`src/logic/eitc_pkg.sv`:
```
// Constants and types shared by the external trigger configuration block
package eitc_pkg;

	// ****************************************************************
	// Register map
	// ****************************************************************
	localparam logic [31:0] EITC_CFG_LOW_ADDR = 32'h5600_0088;
	localparam logic [31:0] EITC_CFG_MID_ADDR = 32'h5600_008C;
	localparam logic [31:0] EITC_CFG_HIGH_ADDR = 32'h5600_0090;
	localparam logic [31:0] EITC_STATUS_ADDR = 32'h5600_00B0;
	localparam logic [31:0] EITC_CFG_RESET = 32'h0000_0000;
	localparam logic [31:0] EITC_RD_NONE = 32'h0000_0000;
	// The low word has no filter enables, so those bits read as zero
	localparam logic [31:0] EITC_LOW_MASK = 32'h7777_7777;

	// ****************************************************************
	// Field layout
	// ****************************************************************
	localparam int EITC_MAX_IN = 24;
	localparam int EITC_PER_REG = 8;
	localparam int EITC_NIB = 4;
	localparam int EITC_METH_W = 3;
	localparam int EITC_FLT_BIT = 3;
	localparam int EITC_ALL_W = 96;

	// ****************************************************************
	// Method codes
	// ****************************************************************
	localparam logic [2:0] EITC_M_LOW = 3'h0;
	localparam logic [2:0] EITC_M_HIGH = 3'h1;
	localparam logic [1:0] EITC_E_LEVEL = 2'h0;
	localparam logic [1:0] EITC_E_FALL = 2'h1;
	localparam logic [1:0] EITC_E_RISE = 2'h2;
	localparam logic [1:0] EITC_E_BOTH = 2'h3;

	typedef enum logic [2:0] {
		EITC_TRIG_LOW,
		EITC_TRIG_HIGH,
		EITC_TRIG_FALL,
		EITC_TRIG_RISE,
		EITC_TRIG_BOTH
	} eitc_trig_t;

	// ****************************************************************
	// Timing
	// ****************************************************************
	localparam int EITC_CLK_NS = 10;
	localparam int EITC_FILT_NS = 40;
	localparam int EITC_FILT_RAW = (EITC_FILT_NS + EITC_CLK_NS - 1) / EITC_CLK_NS;
	localparam int EITC_FILT_CYC = (EITC_FILT_RAW < 1) ? 1 : EITC_FILT_RAW;

endpackage

```
`src/logic/eitc_filt_if.sv`:
```
// Carrier between the trigger logic and the noise filter
`timescale 1ns/10ps
interface eitc_filt_if #(
	parameter int N = 24
);
	logic [N-1:0] raw;
	logic [N-1:0] en;
	logic [N-1:0] filt;

	modport filt_side (
		input raw,
		input en,
		output filt
	);
	modport user_side (
		output raw,
		output en,
		input filt
	);
endinterface

```
`src/logic/eitc_top.sv`:
```
// External interrupt trigger configuration: registers, filter, detection
//
// What this block does
// Method 000 requests while the pin is low, 001 while it is high.
// Method 01x detects falling, 10x rising, 11x both edges.
// Level requests count only after the level held 40 ns.
// Software picks level or edge and polarity per input.
// Low word: one 3-bit method per nibble, inputs 0 to 7.
// Middle word: one 3-bit method per nibble, inputs 8 to 15.
// Nibble top bit enables the filter for inputs 8 to 23.
// All three configuration words clear to zero at reset.
// Each pin is synchronised before filtering and edge detection.
`timescale 1ns/10ps
module eitc_top
	import eitc_pkg::*;
#(
	parameter int NUM_IN = EITC_MAX_IN,
	parameter int FILT_CYC = EITC_FILT_CYC
) (
	// Clock and reset
	input wire logic ref_clk,
	input wire logic reset,
	// External request pins
	input wire logic [NUM_IN-1:0] ext_request_pin,
	// Register port
	input wire logic [31:0] reg_addr,
	input wire logic [31:0] reg_wdata,
	input wire logic reg_wr,
	input wire logic reg_rd,
	output logic [31:0] reg_rdata,
	// Requests toward the interrupt logic
	output logic [NUM_IN-1:0] req_out
);

	if (NUM_IN < 1 || NUM_IN > EITC_MAX_IN) begin : g_chk
		$error("eitc_top: NUM_IN must be between 1 and 24");
	end

	// ****************************************************************
	// Helpers
	// ****************************************************************
	function automatic logic [2:0] meth_of(input logic [EITC_ALL_W-1:0] all,
		input int idx);
		meth_of = all[idx * EITC_NIB +: EITC_METH_W];
	endfunction

	function automatic eitc_trig_t trig_of(input logic [2:0] m);
		eitc_trig_t t;
		t = EITC_TRIG_LOW;
		case (m[2:1])
			EITC_E_LEVEL: t = (m == EITC_M_HIGH) ? EITC_TRIG_HIGH :
				EITC_TRIG_LOW;
			EITC_E_FALL: t = EITC_TRIG_FALL;
			EITC_E_RISE: t = EITC_TRIG_RISE;
			default: t = EITC_TRIG_BOTH;
		endcase
		trig_of = t;
	endfunction

	function automatic logic flt_on(input logic [EITC_ALL_W-1:0] all,
		input int idx);
		// The first eight inputs have no enable and are always filtered
		if (idx < EITC_PER_REG) begin
			flt_on = 1'b1;
		end else begin
			flt_on = all[idx * EITC_NIB + EITC_FLT_BIT];
		end
	endfunction

	// ****************************************************************
	// Configuration registers
	// ****************************************************************
	logic [31:0] cfg_low_r;
	logic [31:0] cfg_mid_r;
	logic [31:0] cfg_high_r;
	logic [EITC_ALL_W-1:0] cfg_all;

	assign cfg_all = {cfg_high_r, cfg_mid_r, cfg_low_r};

	// Reset to zero
	always_ff @(posedge ref_clk or posedge reset) begin
		if (reset) begin
			cfg_low_r <= EITC_CFG_RESET;
			cfg_mid_r <= EITC_CFG_RESET;
			cfg_high_r <= EITC_CFG_RESET;
		end else if (reg_wr) begin
			// Method fields per nibble
			if (reg_addr == EITC_CFG_LOW_ADDR) begin
				cfg_low_r <= reg_wdata & EITC_LOW_MASK;
			end else if (reg_addr == EITC_CFG_MID_ADDR) begin
				cfg_mid_r <= reg_wdata;
			end else if (reg_addr == EITC_CFG_HIGH_ADDR) begin
				cfg_high_r <= reg_wdata;
			end
		end
	end

	// ****************************************************************
	// Pin synchronisers
	// ****************************************************************
	logic [NUM_IN-1:0] sync1_r;
	logic [NUM_IN-1:0] sync2_r;

	// Two-stage synchroniser
	always_ff @(posedge ref_clk or posedge reset) begin
		if (reset) begin
			sync1_r <= '0;
			sync2_r <= '0;
		end else begin
			sync1_r <= ext_request_pin;
			sync2_r <= sync1_r;
		end
	end

	// ****************************************************************
	// Noise filter
	// ****************************************************************
	eitc_filt_if #(.N(NUM_IN)) fbus ();
	logic [NUM_IN-1:0] flt_en;

	// Filter enables from the nibble top bits
	always_comb begin
		for (int i = 0; i < NUM_IN; i++) begin
			flt_en[i] = flt_on(cfg_all, i);
		end
	end

	assign fbus.raw = sync2_r;
	assign fbus.en = flt_en;

	// Level must persist FILT_CYC samples
	eitc_filter #(
		.N(NUM_IN),
		.CYC(FILT_CYC)
	) u_filter (
		.ref_clk(ref_clk),
		.reset(reset),
		.fi(fbus.filt_side)
	);

	// ****************************************************************
	// Trigger detection
	// ****************************************************************
	logic [NUM_IN-1:0] filt;
	logic [NUM_IN-1:0] prev_r;
	logic [NUM_IN-1:0] req_r;
	logic [NUM_IN-1:0] req_nxt;

	assign filt = fbus.filt;

	always_ff @(posedge ref_clk or posedge reset) begin
		if (reset) begin
			prev_r <= '0;
		end else begin
			prev_r <= filt;
		end
	end

	// Level or edge per method code
	always_comb begin
		for (int i = 0; i < NUM_IN; i++) begin
			case (trig_of(meth_of(cfg_all, i)))
				EITC_TRIG_LOW: req_nxt[i] = !filt[i];
				EITC_TRIG_HIGH: req_nxt[i] = filt[i];
				EITC_TRIG_FALL: req_nxt[i] = prev_r[i] && !filt[i];
				EITC_TRIG_RISE: req_nxt[i] = !prev_r[i] && filt[i];
				default: req_nxt[i] = prev_r[i] != filt[i];
			endcase
		end
	end

	always_ff @(posedge ref_clk or posedge reset) begin
		if (reset) begin
			req_r <= '0;
		end else begin
			req_r <= req_nxt;
		end
	end

	assign req_out = req_r;

	// ****************************************************************
	// Register read
	// ****************************************************************
	logic [31:0] rdata_r;
	logic [31:0] status;

	always_comb begin
		status = EITC_RD_NONE;
		status[NUM_IN-1:0] = filt;
	end

	// Read data stand only in the cycle after the strobe
	always_ff @(posedge ref_clk or posedge reset) begin
		if (reset) begin
			rdata_r <= EITC_RD_NONE;
		end else if (!reg_rd) begin
			rdata_r <= EITC_RD_NONE;
		end else if (reg_addr == EITC_CFG_LOW_ADDR) begin
			rdata_r <= cfg_low_r;
		end else if (reg_addr == EITC_CFG_MID_ADDR) begin
			rdata_r <= cfg_mid_r;
		end else if (reg_addr == EITC_CFG_HIGH_ADDR) begin
			rdata_r <= cfg_high_r;
		end else if (reg_addr == EITC_STATUS_ADDR) begin
			rdata_r <= status;
		end else begin
			rdata_r <= EITC_RD_NONE;
		end
	end

	assign reg_rdata = rdata_r;

	// ****************************************************************
	// Assertions
	// ****************************************************************
	logic [2:0] m0;
	assign m0 = meth_of(cfg_all, 0);

	low_level_a:
	assert property (@(posedge ref_clk) disable iff (reset)
		(m0 == EITC_M_LOW) |=> (req_out[0] == !$past(filt[0])))
	else $error("low level method did not follow the pin");

	high_level_a:
	assert property (@(posedge ref_clk) disable iff (reset)
		(m0 == EITC_M_HIGH) |=> (req_out[0] == $past(filt[0])))
	else $error("high level method did not follow the pin");

	fall_edge_a:
	assert property (@(posedge ref_clk) disable iff (reset)
		(m0[2:1] == EITC_E_FALL && $fell(filt[0])) |=> req_out[0])
	else $error("falling edge missed");

	rise_edge_a:
	assert property (@(posedge ref_clk) disable iff (reset)
		(m0[2:1] == EITC_E_RISE && $fell(filt[0])) |=> !req_out[0])
	else $error("rising method fired on a falling edge");

	both_edge_a:
	assert property (@(posedge ref_clk) disable iff (reset)
		(m0[2:1] == EITC_E_BOTH) |=>
		(req_out[0] == $past(prev_r[0] != filt[0])))
	else $error("both edge method wrong");

	edge_pulse_a:
	assert property (@(posedge ref_clk) disable iff (reset)
		(m0[2:1] != EITC_E_LEVEL && $stable(filt[0])) |=> !req_out[0])
	else $error("edge request without an edge");

	filt_hold_a:
	assert property (@(posedge ref_clk) disable iff (reset)
		$rose(filt[0]) |-> ($past(sync2_r[0], 1) && $past(sync2_r[0], 2) &&
		$past(sync2_r[0], 3) && $past(sync2_r[0], 4)))
	else $error("filtered level changed before 40 ns");

	low_read_a:
	assert property (@(posedge ref_clk) disable iff (reset)
		(reg_rd && reg_addr == EITC_CFG_LOW_ADDR) |=>
		(reg_rdata == $past(cfg_low_r) && (reg_rdata & ~EITC_LOW_MASK) == '0))
	else $error("low word read wrong");

	mid_write_a:
	assert property (@(posedge ref_clk) disable iff (reset)
		(reg_wr && reg_addr == EITC_CFG_MID_ADDR) |=>
		(cfg_mid_r == $past(reg_wdata)))
	else $error("middle word write lost");

	high_write_a:
	assert property (@(posedge ref_clk) disable iff (reset)
		(reg_wr && reg_addr == EITC_CFG_HIGH_ADDR) |=>
		(cfg_high_r == $past(reg_wdata)))
	else $error("high word write lost");

	rd_idle_a:
	assert property (@(posedge ref_clk) disable iff (reset)
		!reg_rd |=> (reg_rdata == EITC_RD_NONE))
	else $error("read data shown without a read strobe");

	cfg_reset_a:
	assert property (@(posedge ref_clk) disable iff (reset)
		$fell(reset) |-> (cfg_all == '0))
	else $error("configuration not zero after reset");

	sync_delay_a:
	assert property (@(posedge ref_clk) disable iff (reset)
		##2 (sync2_r == $past(ext_request_pin, 2)))
	else $error("synchroniser delay is not two cycles");

	if (NUM_IN > EITC_PER_REG) begin : g_byp
		bypass_a:
		assert property (@(posedge ref_clk) disable iff (reset)
			!cfg_mid_r[EITC_FLT_BIT] |=>
			(filt[EITC_PER_REG] == $past(sync2_r[EITC_PER_REG])))
		else $error("disabled filter did not pass the level");
	end

	cov_low_c: cover property (@(posedge ref_clk) disable iff (reset)
		m0 == EITC_M_LOW && req_out[0]);
	cov_rise_c: cover property (@(posedge ref_clk) disable iff (reset)
		m0[2:1] == EITC_E_RISE ##1 req_out[0]);
	cov_both_c: cover property (@(posedge ref_clk) disable iff (reset)
		m0[2:1] == EITC_E_BOTH && $fell(filt[0]) ##1 req_out[0]);
	cov_read_c: cover property (@(posedge ref_clk) disable iff (reset)
		reg_rd && reg_addr == EITC_STATUS_ADDR);

endmodule

```
`src/logic/eitc_filter.sv`:
```
// Per-input noise filter with bypass
`timescale 1ns/10ps
module eitc_filter
	import eitc_pkg::*;
#(
	parameter int N = 24,
	parameter int CYC = EITC_FILT_CYC
) (
	// Clock and reset
	input wire logic ref_clk,
	input wire logic reset,
	// Raw levels in, filtered levels out
	eitc_filt_if.filt_side fi
);

	localparam int CW = $clog2(CYC + 1);
	localparam logic [CW-1:0] CNT_LAST = CW'(CYC - 1);
	localparam logic [CW-1:0] CNT_ZERO = '0;

	if (CYC < 1 || N < 1) begin : g_chk
		$error("eitc_filter: CYC and N must be at least one");
	end

	logic [CW-1:0] cnt_r [N];
	logic [N-1:0] out_r;

	assign fi.filt = out_r;

	// ****************************************************************
	// Stability counters
	// ****************************************************************
	// When enabled, a new level is passed on only after CYC differing samples in a row
	always_ff @(posedge ref_clk or posedge reset) begin
		if (reset) begin
			out_r <= '0;
			for (int i = 0; i < N; i++) begin
				cnt_r[i] <= CNT_ZERO;
			end
		end else begin
			for (int i = 0; i < N; i++) begin
				if (!fi.en[i]) begin
					out_r[i] <= fi.raw[i];
					cnt_r[i] <= CNT_ZERO;
				end else if (fi.raw[i] == out_r[i]) begin
					cnt_r[i] <= CNT_ZERO;
				end else if (cnt_r[i] == CNT_LAST) begin
					out_r[i] <= fi.raw[i];
					cnt_r[i] <= CNT_ZERO;
				end else begin
					cnt_r[i] <= CW'(cnt_r[i] + 1'b1);
				end
			end
		end
	end

endmodule

```
`config.mk`:
```
export PLATFORM = sky130hd
export DESIGN_NAME = eitc_top
export DESIGN_NICKNAME = d
export VERILOG_FILES = /design/src/logic/eitc_pkg.sv /design/src/logic/eitc_filt_if.sv /design/src/logic/eitc_top.sv /design/src/logic/eitc_filter.sv
export SDC_FILE = /design/constraint.sdc
export NUM_CORES = 1
export LEC_CHECK = 0
export BUFFER_PORTS_ARGS = -buffer_cell sky130_fd_sc_hd__buf_4
export CAP_MARGIN = 40
export CORE_MARGIN = 2
export CORE_UTILIZATION = 59
export CTS_CLUSTER_SIZE = 8
export DETAILED_ROUTE_END_ITERATION = 6
export PLACE_DENSITY = 0.8
export SYNTH_ARGS = -nofsm -noshare
export SYNTH_HDL_FRONTEND = slang
export SYNTH_SLANG_ARGS = --single-unit
```
`constraint.sdc`:
```
create_clock -name ref_clk -period 10.98 [get_ports ref_clk]
set_input_delay 0.549 -clock ref_clk [delete_from_list [all_inputs] [get_ports ref_clk]]
set_output_delay 0.549 -clock ref_clk [all_outputs]
set_load 0.02 [all_outputs]
```
# Yosys cells after proc, flatten, opt, wreduce, memory -nomap -nowiden
# Index checks and enable logic that the tools add are counted.
[op_classes]
n_addsub = 24
mul = 0
n_div = 0
order_cmp = 0
n_eq_ne = 252
shift = 0
mux = 189
bitwise_logic = 10
reduce_logical = 171
[ops]
columns = ["cell", "count"]
rows = [
  ["$eq A3 B2 Y1 const B", 72],
  ["$pmux W3 S3", 24],
  ["$mux W3", 64],
  ["$eq A3 B1 Y1 const B", 48],
  ["$eq A32 B31 Y1 const B", 4],
  ["$mux W32", 4],
  ["$pmux W1 S4", 24],
  ["$add A3 B1 Y3 const B", 24],
  ["$logic_not A3 Y1", 24],
  ["$mux W1", 72],
  ["$reduce_and A2 Y1", 25],
  ["$eq A2 B1 Y1 const B", 24],
  ["$eq A2 B2 Y1 const B", 24],
  ["$logic_and A1 B1 Y1", 48],
  ["$logic_not A1 Y1", 48],
  ["$logic_not A2 Y1", 24],
  ["$ne A2 B1 Y1 const B", 16],
  ["$ne A2 B2 Y1 const B", 16],
  ["$eq A1 B1 Y1", 24],
  ["$mux W24", 1],
  ["$ne A1 B1 Y1", 24],
  ["$not A1 Y1", 10],
  ["$reduce_and A4 Y1", 1],
  ["$reduce_and A3 Y1", 1],
]
[totals]
regBits = 312
latchBits = 0
ram_bits = 0
mem_bits_ro = 0
inputBits = 92
out_inout_bits = 56
wordCells = 702
memories = 0

# Depth between registers and ports, before layout
# Gate-level depths: netlist of run 1.
[logic_depth]
depth_word = 6
ltp_mapped = 7
mapped_depth_nobuf = 6

# By module
# A second synthesis of run 1 with hierarchy kept.
[hier_totals]
hier_cells = 1278
hier_area_um2 = 15541.2
[modules_own_cells]
columns = ["mod", "instances", "cells_per_inst", "area_per_inst_um2", "seq_area_each_um2"]
rows = [
  ["eitc_top", 1, 949, 11183.2, 5405.2],
  ["eitc_filter", 1, 329, 4357.9, 2402.3],
]

# Worst setup path after synthesis of run 1
# OpenSTA, ideal clock, no wires.
[synth_path]
kind = "input to register"
from = "input port reg_addr[13]"
to = "register rdata_r[17], in the netlist reg_rdata[17]"
setup_time_ps = 142
arrival_ps = 2236
t_required_ps = 10838
slack_ps = 8601
path_stages = 7
path_buffers = 3
path_cell_list = "or4_1 -> buf_2 -> or4_4 -> buf_6 -> nor2_8 -> buf_8 -> a211oi_2"
[synth_between]
elab_chain_cells = 6
word_cells_on_any_way = 9
cone_classes = "eq/ne: 4; mux: 5"
[synth_lines]
columns = ["element", "line", "source"]
rows = [
  ["start, declared", "eitc_top.sv:26", "input wire logic [31:0] reg_addr,"],
  ["$eq A32 B31 Y1", "eitc_top.sv:205", "end else if (reg_addr == EITC_STATUS_ADDR) begin"],
  ["$mux W24", "eitc_top.sv:205", ""],
  ["$mux W32", "eitc_top.sv:203", "end else if (reg_addr == EITC_CFG_HIGH_ADDR) begin"],
  ["$mux W32", "eitc_top.sv:201", "end else if (reg_addr == EITC_CFG_MID_ADDR) begin"],
  ["$mux W32 *", "eitc_top.sv:199", "end else if (reg_addr == EITC_CFG_LOW_ADDR) begin"],
  ["$mux W32 *", "eitc_top.sv:197", "end else if (!reg_rd) begin"],
  ["end signal, assigned", "eitc_top.sv:200", "rdata_r <= cfg_low_r;"],
  ["end signal, assigned", "eitc_top.sv:202", "rdata_r <= cfg_mid_r;"],
  ["end signal, assigned", "eitc_top.sv:204", "rdata_r <= cfg_high_r;"],
  ["end, declared", "eitc_top.sv:185", "logic [31:0] rdata_r;"],
]
# Mark *: on every way between the ends. The rest lies on a longest branch, timed or not.
# A chain may end at the register's enable or synchronous reset.

# Worst setup path in the final report of run 1
[layout_path]
from = "input port reg_addr[6]"
to = "register cfg_high_r[2]"
[layout_between]
elab_chain_cells = 3
word_cells_on_any_way = 6
cone_classes = "eq/ne: 3; bitwise: 2; reduce/logical: 1"
[layout_lines]
columns = ["element", "line", "source"]
rows = [
  ["$eq A32 B31 Y1 (on tied branches)", "eitc_top.sv:90, eitc_top.sv:88", ""],
  ["$not A1 Y1 (no line)", "n/a", ""],
  ["$reduce_and A4 Y1 (no line) *", "n/a", ""],
  ["end signal, assigned", "eitc_top.sv:93", "cfg_high_r <= reg_wdata;"],
  ["end, declared", "eitc_top.sv:75", "logic [31:0] cfg_high_r;"],
]
# Marked as above.

==> results of run 1 <==
## registers in the layout, summed over array words and instances (netlist names)
register	cells
cfg_high_r	32
fbus.raw	24
req_out	24
cfg_low_r	24
prev_r	24
cfg_mid_r	32
u_filter.fi.filt	24
reg_rdata	32
sync1_r	24
u_filter.cnt_r	72
## worst max-delay path by stage
stage	to	depth (start not counted)
floorplan	cfg_high_r[0]$_DFFE_PP0P_	1
global placement	sync1_r[20]$_DFF_PP0_	4
detailed placement	cfg_high_r[8]$_DFFE_PP0P_	6
CTS	cfg_high_r[2]$_DFFE_PP0P_	6
global route	cfg_high_r[16]$_DFFE_PP0P_	6
finish	cfg_high_r[2]$_DFFE_PP0P_	6
## final cells by class
type                            count  area [µm²]  area share, %
Tap cell                          330         413           2.32
Inverter                          113         432           2.42
Multi-Input combinational cell    807        6820           38.2
Timing Repair Buffer              157        1230           6.91
Sequential cell                   312        7810           43.8
Clock buffer                       45        1130           6.32
## through the flow
stage                     instances  instance area, µm²  utilization (%)  power (W)  setup WS, ps
after global placement         1716               16600             65.8    0.00159          7530
final                          1764               17800             70.6    0.00276          7930
after floorplan                1265               15200                -    0.00148          1800
after detailed placement       1719               16700             66.1    0.00161          7480
after CTS                      1764               17800             70.6    0.00278          7980
after global routing           1764               17800             70.6    0.00288          7840
## cell usage after synthesis (all sizes together), types with 2 or more instances
cell type  count
a22oi         42
a21oi         24
xnor2          8
xor2          16
ha           192
nor4bb         3
nand2b        17
buf           22
inv          113
dfrtp        312
or4            3
or3b           2
mux2          96
or3           24
and3           7
or4b           2
nor3b         19
nor3          34
nand2         67
nand3         35
clkbuf        11
o31ai          7
nor2b         20
a32oi         14
a211oi        16
a221oi        24
nor4           8
and4b          9
o21ai         64
nor2          50
## power breakdown
group	leakage [nW]	total [W]	internal [W]	switching, W
combinational	4.36	0.000299	0.000131	0.000168
sequential	4.07	0.00130	0.00123	0.0000672
clock	0.555	0.00116	0.000711	0.000452
total	8.98	0.00276	0.00208	0.000688
## metal layers
metal	track usage [%]	vias up	wire length (µm)	part of all wire (%)
met5	0	-	0	0
met4	9.76	0	1110	3.2
met3	4.19	77	2010	5.8
met2	44.0	291	17100	49
met1	34.5	5110	14500	42
li1	-	4716	-	-
## critical path, cell delays in order
cell	delay, ps
buf_4	110
or4b_1	770
nor3_1	320
nor4bb_4	820
buf_4	470
mux2_2	380
## cell usage in the layout, fill, tap and decap left out, types with 42 or more instances in the layout
cell / synthesis / layout
a22oi_1: 42 / 42
buf_4: 0 / 154
clkbuf_16: 0 / 45
dfrtp_1: 312 / 312
ha_1: 192 / 192
inv_1: 113 / 112
mux2_2: 57 / 57
nand2_1: 67 / 67
nor2_1: 49 / 49
o21ai_0: 64 / 64
## cells by family after synthesis
logic type,synth area share [%]
AO/OA/AOI/OAI,8.54
multiplexers,7.83
flip-flops,51.2
adder cells (fa/ha/maj),15.8
buffers and inverters,4.16
AND/OR/NAND/NOR,11.1
XOR/XNOR,1.38
==> results.sh, run 1 <==
export IMPL_status="complete, no violations"
export IMPL_num_io_pins=148
export IMPL_path_max_fanout=20
export IMPL_synth_top_area_share_pct=51.2
export IMPL_hpwl_um=23500
export IMPL_startpoint_type="primary input"
export IMPL_area_delta_synth_final_pct=17.0
export IMPL_drc=0
export IMPL_dr_pass1_iters=5
export IMPL_vdd_drop_max_v=0.000123
export IMPL_clkTransAtPathRegs_ps=50
export IMPL_worstPathRequired_ps=11370
export IMPL_grt_pass1_wl_um=55000
export IMPL_h_tree_depth=2
export IMPL_tritoncts="yes"
export IMPL_cts_made_buffers=44
export IMPL_grt_usage_pct=26.2
export IMPL_antenna_found_initial=0
export IMPL_clockBufferDepth=3
export IMPL_worstSetupEndpointType="flop"
export IMPL_seq_area_frac_synth_pct=51.2
export IMPL_worstPathArrival_ps=3450
export IMPL_ys_seq_elements=312
export IMPL_drtIter0Drc=758
export IMPL_synth_main_ff_cell="dfrtp_1"
export IMPL_rows=58
export IMPL_fin_crit_sh_pct=27.8
export IMPL_grt_max_degree=102
export IMPL_slew_headroom_pct=35.9
export IMPL_wire_per_inst_um=19.7
export IMPL_gp_congestion=0.813
export IMPL_gr_total_overflow=0
export IMPL_hold_ws_ps=27.2
export IMPL_ctsHoldBuffers=0
export IMPL_clk_latency_ps=530
export IMPL_cts_setup_buffers=0
export IMPL_detail_route_antenna_nets=0
export IMPL_async_flop_share_pct=100
export IMPL_die_area_um2=27100
export IMPL_start_util_pct=60.3
export IMPL_ys_warn_count=0
export IMPL_finalSetupViolCount=0
export IMPL_synth_cells=1265
export IMPL_hold_viol=0
export IMPL_finalClockSkew_ps=14.8
export IMPL_die_h_um=165
export IMPL_viasPerCell=5.78
export IMPL_final_layout_size_suffix_gt1_share_pct=21.8
export IMPL_worst_pin_slew_ps=960
export IMPL_clock_sinks=312
export IMPL_fmax_ghz=0.328
export IMPL_core_um2=25300
export IMPL_port_buffers=147
export IMPL_cap_violations=0
export IMPL_syn_avg_cell_area_um2=12.0
export IMPL_nets=1719
export IMPL_ys_types=47
export IMPL_synth_area_leaders="dfrtp_1, ha_1, mux2_2, mux2_4, inv_1"
export IMPL_cts_root_buf="clkbuf_16"
export IMPL_post_route_min_period_ps=3050
export IMPL_reg2reg_slack_ps=9390
export IMPL_fin_tns_setup_ps=0
export IMPL_die_w_um=165
export IMPL_synth_nets=1549
export IMPL_ff2ff_path_depth=6
export IMPL_yosysTopAreaCell="dfrtp_1"
export IMPL_antenna_cells=0
export IMPL_rsz0062_at_grt="no"
export IMPL_routed_wl_um=34700
export IMPL_synth_area_um2=15200
export IMPL_r2r_start="cfg_mid_r[9]$_DFFE_PP0P_"
export IMPL_grt_pass1_vias=10600
export IMPL_synth_edf_count=0
export IMPL_hold_path_class="primary input to asynchronous set/reset pin"
export IMPL_p_leak_nw=8.98
export IMPL_crit_start="reg_addr[6]"
export IMPL_nFillCells=1795
export IMPL_p_per_area_nw_per_um2=155
export IMPL_vias=10200
export IMPL_reg2reg_to="req_out[10]$_DFF_PP0_"
export IMPL_maxSlewViolCount=0
export IMPL_worst_setup_path_type="primary input to flop"
export IMPL_cts_resized=0
Note: power is estimated with default switching activity, not from simulation.
==> run 2, diff against run 1 <==
CORE_UTILIZATION = 54   (was 59)
PLACE_DENSITY = 0.77   (was 0.8)
clock period = 2.55 ns   (was 10.98 ns; I/O delays follow)
==> results.sh, run 2 (same netlist as run 1, synthesis figures left out) <==
export IMPL_drc=0
export IMPL_post_route_min_period_ps=1900
export IMPL_p_total_w=0.0120
export IMPL_nets=1785
export IMPL_path_cells="buf_4 > or4b_1 > nor3_1 > nor4bb_4 > buf_4 > mux2_2"
export IMPL_wire_per_inst_um=18.1
export IMPL_path_delay_family="simple AND/OR/NAND/NOR gates"
export IMPL_routed_wl_um=34000
export IMPL_die_h_um=172
export IMPL_rows=61
export IMPL_grt_usage_pct=23.6
export IMPL_port_buffers=147
export IMPL_hpwl_um=23300
export IMPL_vias=10300
export IMPL_clkTransAtPathRegs_ps=50
export IMPL_die_area_um2=29600
export IMPL_detail_route_antenna_nets=0
export IMPL_startpoint_type="primary input"
export IMPL_worstSetupEndpointType="flop"
export IMPL_hold_viol=0
export IMPL_path_max_fanout=21
export IMPL_largest_reg_flops=72
export IMPL_worstPathArrival_ps=2290
export IMPL_worstPathRequired_ps=2950
export IMPL_clockBufferDepth=3
export IMPL_cp_slowest_cell="or4b_1"
export IMPL_cts_made_buffers=44
export IMPL_cts_root_buf="clkbuf_16"
export IMPL_vdd_drop_max_v=0.000620
export IMPL_final_area_um2=18500
export IMPL_cp_num_buf_inv=2
export IMPL_fmax_ghz=0.528
export IMPL_finalSetupViolCount=0
export IMPL_start_util_pct=54.8
export IMPL_final_layout_size_suffix_gt1_share_pct=21.6
export IMPL_fin_crit_sh_pct=74.3
export IMPL_worst_pin_slew_ps=872
export IMPL_grt_pass1_wl_um=54200
export IMPL_max_stage_delay_ps=760
export IMPL_h_tree_depth=2
export IMPL_dr_pass1_iters=5
export IMPL_cts_setup_buffers=0
export IMPL_layout_common_cells="dfrtp_1, ha_1, buf_4"
export IMPL_clk_latency_ps=540
export IMPL_worst_setup_path_type="primary input to flop"
export IMPL_tritoncts="yes"
export IMPL_gr_total_overflow=0
export IMPL_cp_common_cell="buf_4"
export IMPL_viasPerCell=5.47
export IMPL_grt_pass1_vias=10500
export IMPL_core_um2=27800
export IMPL_p_per_area_nw_per_um2=646
export IMPL_top_register="u_filter.cnt_r"
export IMPL_grt_max_degree=115
export IMPL_rsz0062_at_grt="no"
export IMPL_cap_violations=0
export IMPL_antenna_found_initial=0
export IMPL_die_w_um=172
export IMPL_maxSlewViolCount=0
export IMPL_p_leak_nw=9.26
export IMPL_hold_path_class="primary input to flop"
export IMPL_area_delta_synth_final_pct=21.6
export IMPL_status="complete, no violations"
export IMPL_gp_congestion=0.818
export IMPL_finalClockSkew_ps=20.9
export IMPL_clock_sinks=312
export IMPL_final_common_cell="dfrtp_1"
export IMPL_num_io_pins=148
export IMPL_cts_resized=0
export IMPL_place_area_um2=16800
export IMPL_slew_headroom_pct=41.9
export IMPL_drtIter0Drc=639
export IMPL_post_route_util_pct=66.7
-- run 2: changes by cell type in the layout (fill, tap and decap cells not counted), sizes merged --
cell         previous run  this run
dlygate4sd3             0        57
buf                   157       166
diode                   0         2
clkinvlp                0         1
inv                   113       114
-- run 2: layer usage --
metal  track usage, %  wire [µm]
met1             30.4      14700
met2             39.6      16600
met3             4.53       1600
met4             8.99       1120
met5                0          0
-- run 2: repair_timing --
item	in CTS	in global routing
setup endpoints to repair	0	0
hold buffers	57	0
hold endpoints to repair	122	0
-- run 2: area by class of cell --
type                            count  area, µm²
Antenna cell                        2       5.00
Clock buffer                       45       1130
Clock inverter                      2       17.5
Fill cell                        2068       9250
Inverter                          113        428
Multi-Input combinational cell    807       6820
Sequential cell                   312       7810
Tap cell                          378        473
Timing Repair Buffer              223       1850
-- run 2: path summary, 6_finish.rpt --
check	start	end	slack, ps	cells after the start
max	reg_addr[6]	cfg_high_r[15]$_DFFE_PP0P_	650	6
min reg2reg	sync1_r[9]$_DFF_PP0_	fbus.raw[9]$_DFF_PP0_	340	0
min in group asynchronous	reset	u_filter.cnt_r[71]$_DFF_PP0_	150	3
min	reg_addr[3]	reg_rdata[31]$_DFF_PP0_	50	4
max in group asynchronous	reset	sync1_r[15]$_DFF_PP0_	1500	4
max reg2reg	cfg_high_r[9]$_DFFE_PP0P_	req_out[18]$_DFF_PP0_	990	6
-- run 2: worst register-to-register path: cells and delay by family (launching register included) --
kind / cells / cell delay (ps)
adders and majority gates: 1 / 210
and+or+nand+nor: 2 / 200
buffers and inverters: 1 / 120
AOI/OAI and AO/OA: 2 / 450
DFF: 1 / 460
-- run 2: report_power, final --
part	internal [W]	switching (W)	total (W)	leakage (nW)
Sequential	0.00531	0.000296	0.00560	4.07
Combinational	0.000617	0.000713	0.00133	4.62
Clock	0.00308	0.00196	0.00504	0.564
Total	0.00900	0.00297	0.0120	9.26
-- run 2: through the flow --
step                      setup TNS (ps)  std cells  setup slack, ps  hold slack [ps]
after floorplan                  -540510       1265            -1730              159
after global placement                 0       1776              221              132
after detailed placement               0       1776              159              130
after CTS                              0       1880              693             32.4
after global routing                   0       1880              593             77.3
final                                  0       1882              655             46.6
==> run 3, diff against run 2 <==
clock period = 1.7 ns   (was 2.55 ns; I/O delays follow)
==> results.sh, run 3 (same netlist as run 1, synthesis figures left out) <==
export IMPL_fin_crit_sh_pct=93.4
export IMPL_top_register="u_filter.cnt_r"
export IMPL_fmax_ghz=0.630
export IMPL_detail_route_antenna_nets=0
export IMPL_grt_max_degree=57
export IMPL_cp_depth=6
export IMPL_switching_share_pct=24.8
export IMPL_clockBufferDepth=3
export IMPL_slew_headroom_pct=68.0
export IMPL_startpoint_type="flop"
export IMPL_whs_path_depth=4
export IMPL_nets=1809
export IMPL_die_area_um2=29600
export IMPL_gp_congestion=0.811
export IMPL_largest_reg_flops=72
export IMPL_antenna_found_initial=2
export IMPL_worstSetupEndpointType="flop"
export IMPL_clkPwrFrac_pct=42.8
export IMPL_path_cells="inv_1 > ha_1 > a21oi_1 > or3_1 > nand3_1 > a22oi_1"
export IMPL_die_w_um=172
export IMPL_area_delta_synth_final_pct=25.6
export IMPL_layout_setup_ws_ps=112
export IMPL_post_route_min_period_ps=1590
export IMPL_core_um2=27800
export IMPL_internal_power_w=0.0137
export IMPL_vdd_drop_max_v=0.000755
export IMPL_drc=0
export IMPL_path_max_fanout=7
export IMPL_combPwrFrac_pct=11.4
export IMPL_dr_pass1_iters=4
export IMPL_vias=10300
export IMPL_cts_made_buffers=45
export IMPL_ff2ff_path_depth=6
export IMPL_worstPathRequired_ps=2110
export IMPL_layout_common_cells="dfrtp_1, ha_1, buf_4"
export IMPL_dp_slack_ps=-354
export IMPL_tritoncts="yes"
export IMPL_viasPerCell=5.42
export IMPL_reg2reg_slack_ps=110
export IMPL_grt_usage_pct=23.8
export IMPL_power_switching_w=0.00453
export IMPL_worst_setup_path_type="flop to flop"
export IMPL_gr_total_overflow=0
export IMPL_path_delay_family="flip-flops"
export IMPL_clock_sinks=312
export IMPL_crit_start="cfg_high_r[21]$_DFFE_PP0P_"
export IMPL_cap_violations=0
export IMPL_port_buffers=147
export IMPL_seqPwrFrac_pct=45.9
export IMPL_p_total_w=0.0183
export IMPL_finalSetupViolCount=0
export IMPL_hpwl_um=23300
export IMPL_p_per_area_nw_per_um2=955
export IMPL_status="complete, no violations"
export IMPL_worst_pin_slew_ps=480
export IMPL_rows=61
export IMPL_grt_pass1_wl_um=55000
export IMPL_die_h_um=172
export IMPL_cp_endpoint="req_out[21]$_DFF_PP0_"
export IMPL_fin_tns_setup_ps=0
export IMPL_finalClockSkew_ps=17.1
export IMPL_maxSlewViolCount=0
export IMPL_r2r_start="cfg_high_r[21]$_DFFE_PP0P_"
export IMPL_hold_path_class="primary input to flop"
export IMPL_worstPathArrival_ps=2000
export IMPL_drtIter0Drc=549
export IMPL_max_stage_delay_ps=460
export IMPL_h_tree_depth=2
export IMPL_routed_wl_um=34200
export IMPL_final_layout_size_suffix_gt1_share_pct=24.4
export IMPL_grt_pass1_vias=10600
export IMPL_hold_viol=0
export IMPL_start_util_pct=54.8
export IMPL_reg2reg_to="req_out[21]$_DFF_PP0_"
export IMPL_cp_slowest_cell="dfrtp_1"
export IMPL_cp_num_buf_inv=1
export IMPL_cts_root_buf="clkbuf_16"
export IMPL_clkTransAtPathRegs_ps=50
export IMPL_p_leak_nw=9.53
export IMPL_clk_latency_ps=530
export IMPL_num_io_pins=148
export IMPL_hold_ws_ps=42.2
export IMPL_wire_per_inst_um=17.9
export IMPL_final_common_cell="dfrtp_1"
## run 3: changes by cell type in the layout (fill, tap and decap cells not counted), moves of 9 or more
cell    previous run  this run
mux2_4            30        69
mux2_2            57        27
mux2_1             9         0
nor3_1            34        24
buf_4            163       175
buf_12             3        14
nor3_2             0        10
## run 3: per-layer routing
metal  share of wire [%]  wire length [µm]  vias up  global-route usage, %
met5               0.041                14        -                      0
met4                 4.3              1490        2                   10.9
met3                 3.8              1280       95                   3.18
met2                  48             16500      236                   39.2
met1                  44             14900     5102                   31.6
li1                    -                 -     4909                      -
## run 3: final cells by class
class                      count  area [µm²]
multi-input combinational    807        7060
inverter                     113         428
timing repair buffer         246        2160
antenna                        1        2.50
fill                        1990        8640
sequential                   312        7810
clock inverter                 2        17.5
tap                          378         473
clock buffer                  49        1180
## run 3: repair_timing
| item | in CTS | in global routing |
|---|---|---|
| setup endpoints to repair | 0 | 2 |
| hold buffers | 57 | 0 |
| buffers inserted | 0 | 0 |
| gates resized for setup | 0 | 3 |
| endpoints found under the hold margin | 290 | 0 |
## run 3: power by group through the flow
stage | combinational [W] | sequential [W] | clock, W
global route | 0.00235 | 0.00845 | 0.00827
CTS | 0.00209 | 0.00838 | 0.00794
floorplan | 0.00107 | 0.00850 | 0
global placement | 0.00187 | 0.00846 | 0
finish | 0.00208 | 0.00838 | 0.00781
detailed placement | 0.00196 | 0.00849 | 0
## run 3: how the worst min path moves through the flow
| stage | start | end | slack (ps) |
|---|---|---|---|
| final | reg_addr[3] | reg_rdata[27]$_DFF_PP0_ | 40 |
| after global routing | reg_addr[3] | reg_rdata[31]$_DFF_PP0_ | 70 |
| after CTS | reg_addr[3] | reg_rdata[27]$_DFF_PP0_ | 30 |
| after detailed placement | reset | sync1_r[18]$_DFF_PP0_ | 200 |
| after global placement | reset | sync1_r[18]$_DFF_PP0_ | 190 |
| after floorplan | ext_request_pin[0] | sync1_r[0]$_DFF_PP0_ | 120 |
## run 3: worst min-delay path, cell delays in order
cell	delay, ps
buf_4	100
nor3b_1	60
a32oi_1	220
nor3_2	70
## run 3: through the flow
step | instance area [µm²] | util (%) | instances
after floorplan | 15500 | - | 1265
after global placement | 17400 | 62.5 | 1799
after detailed placement | 17400 | 62.5 | 1799
after CTS | 19100 | 68.9 | 1907
after global routing | 19100 | 68.9 | 1908
final | 19100 | 68.9 | 1908
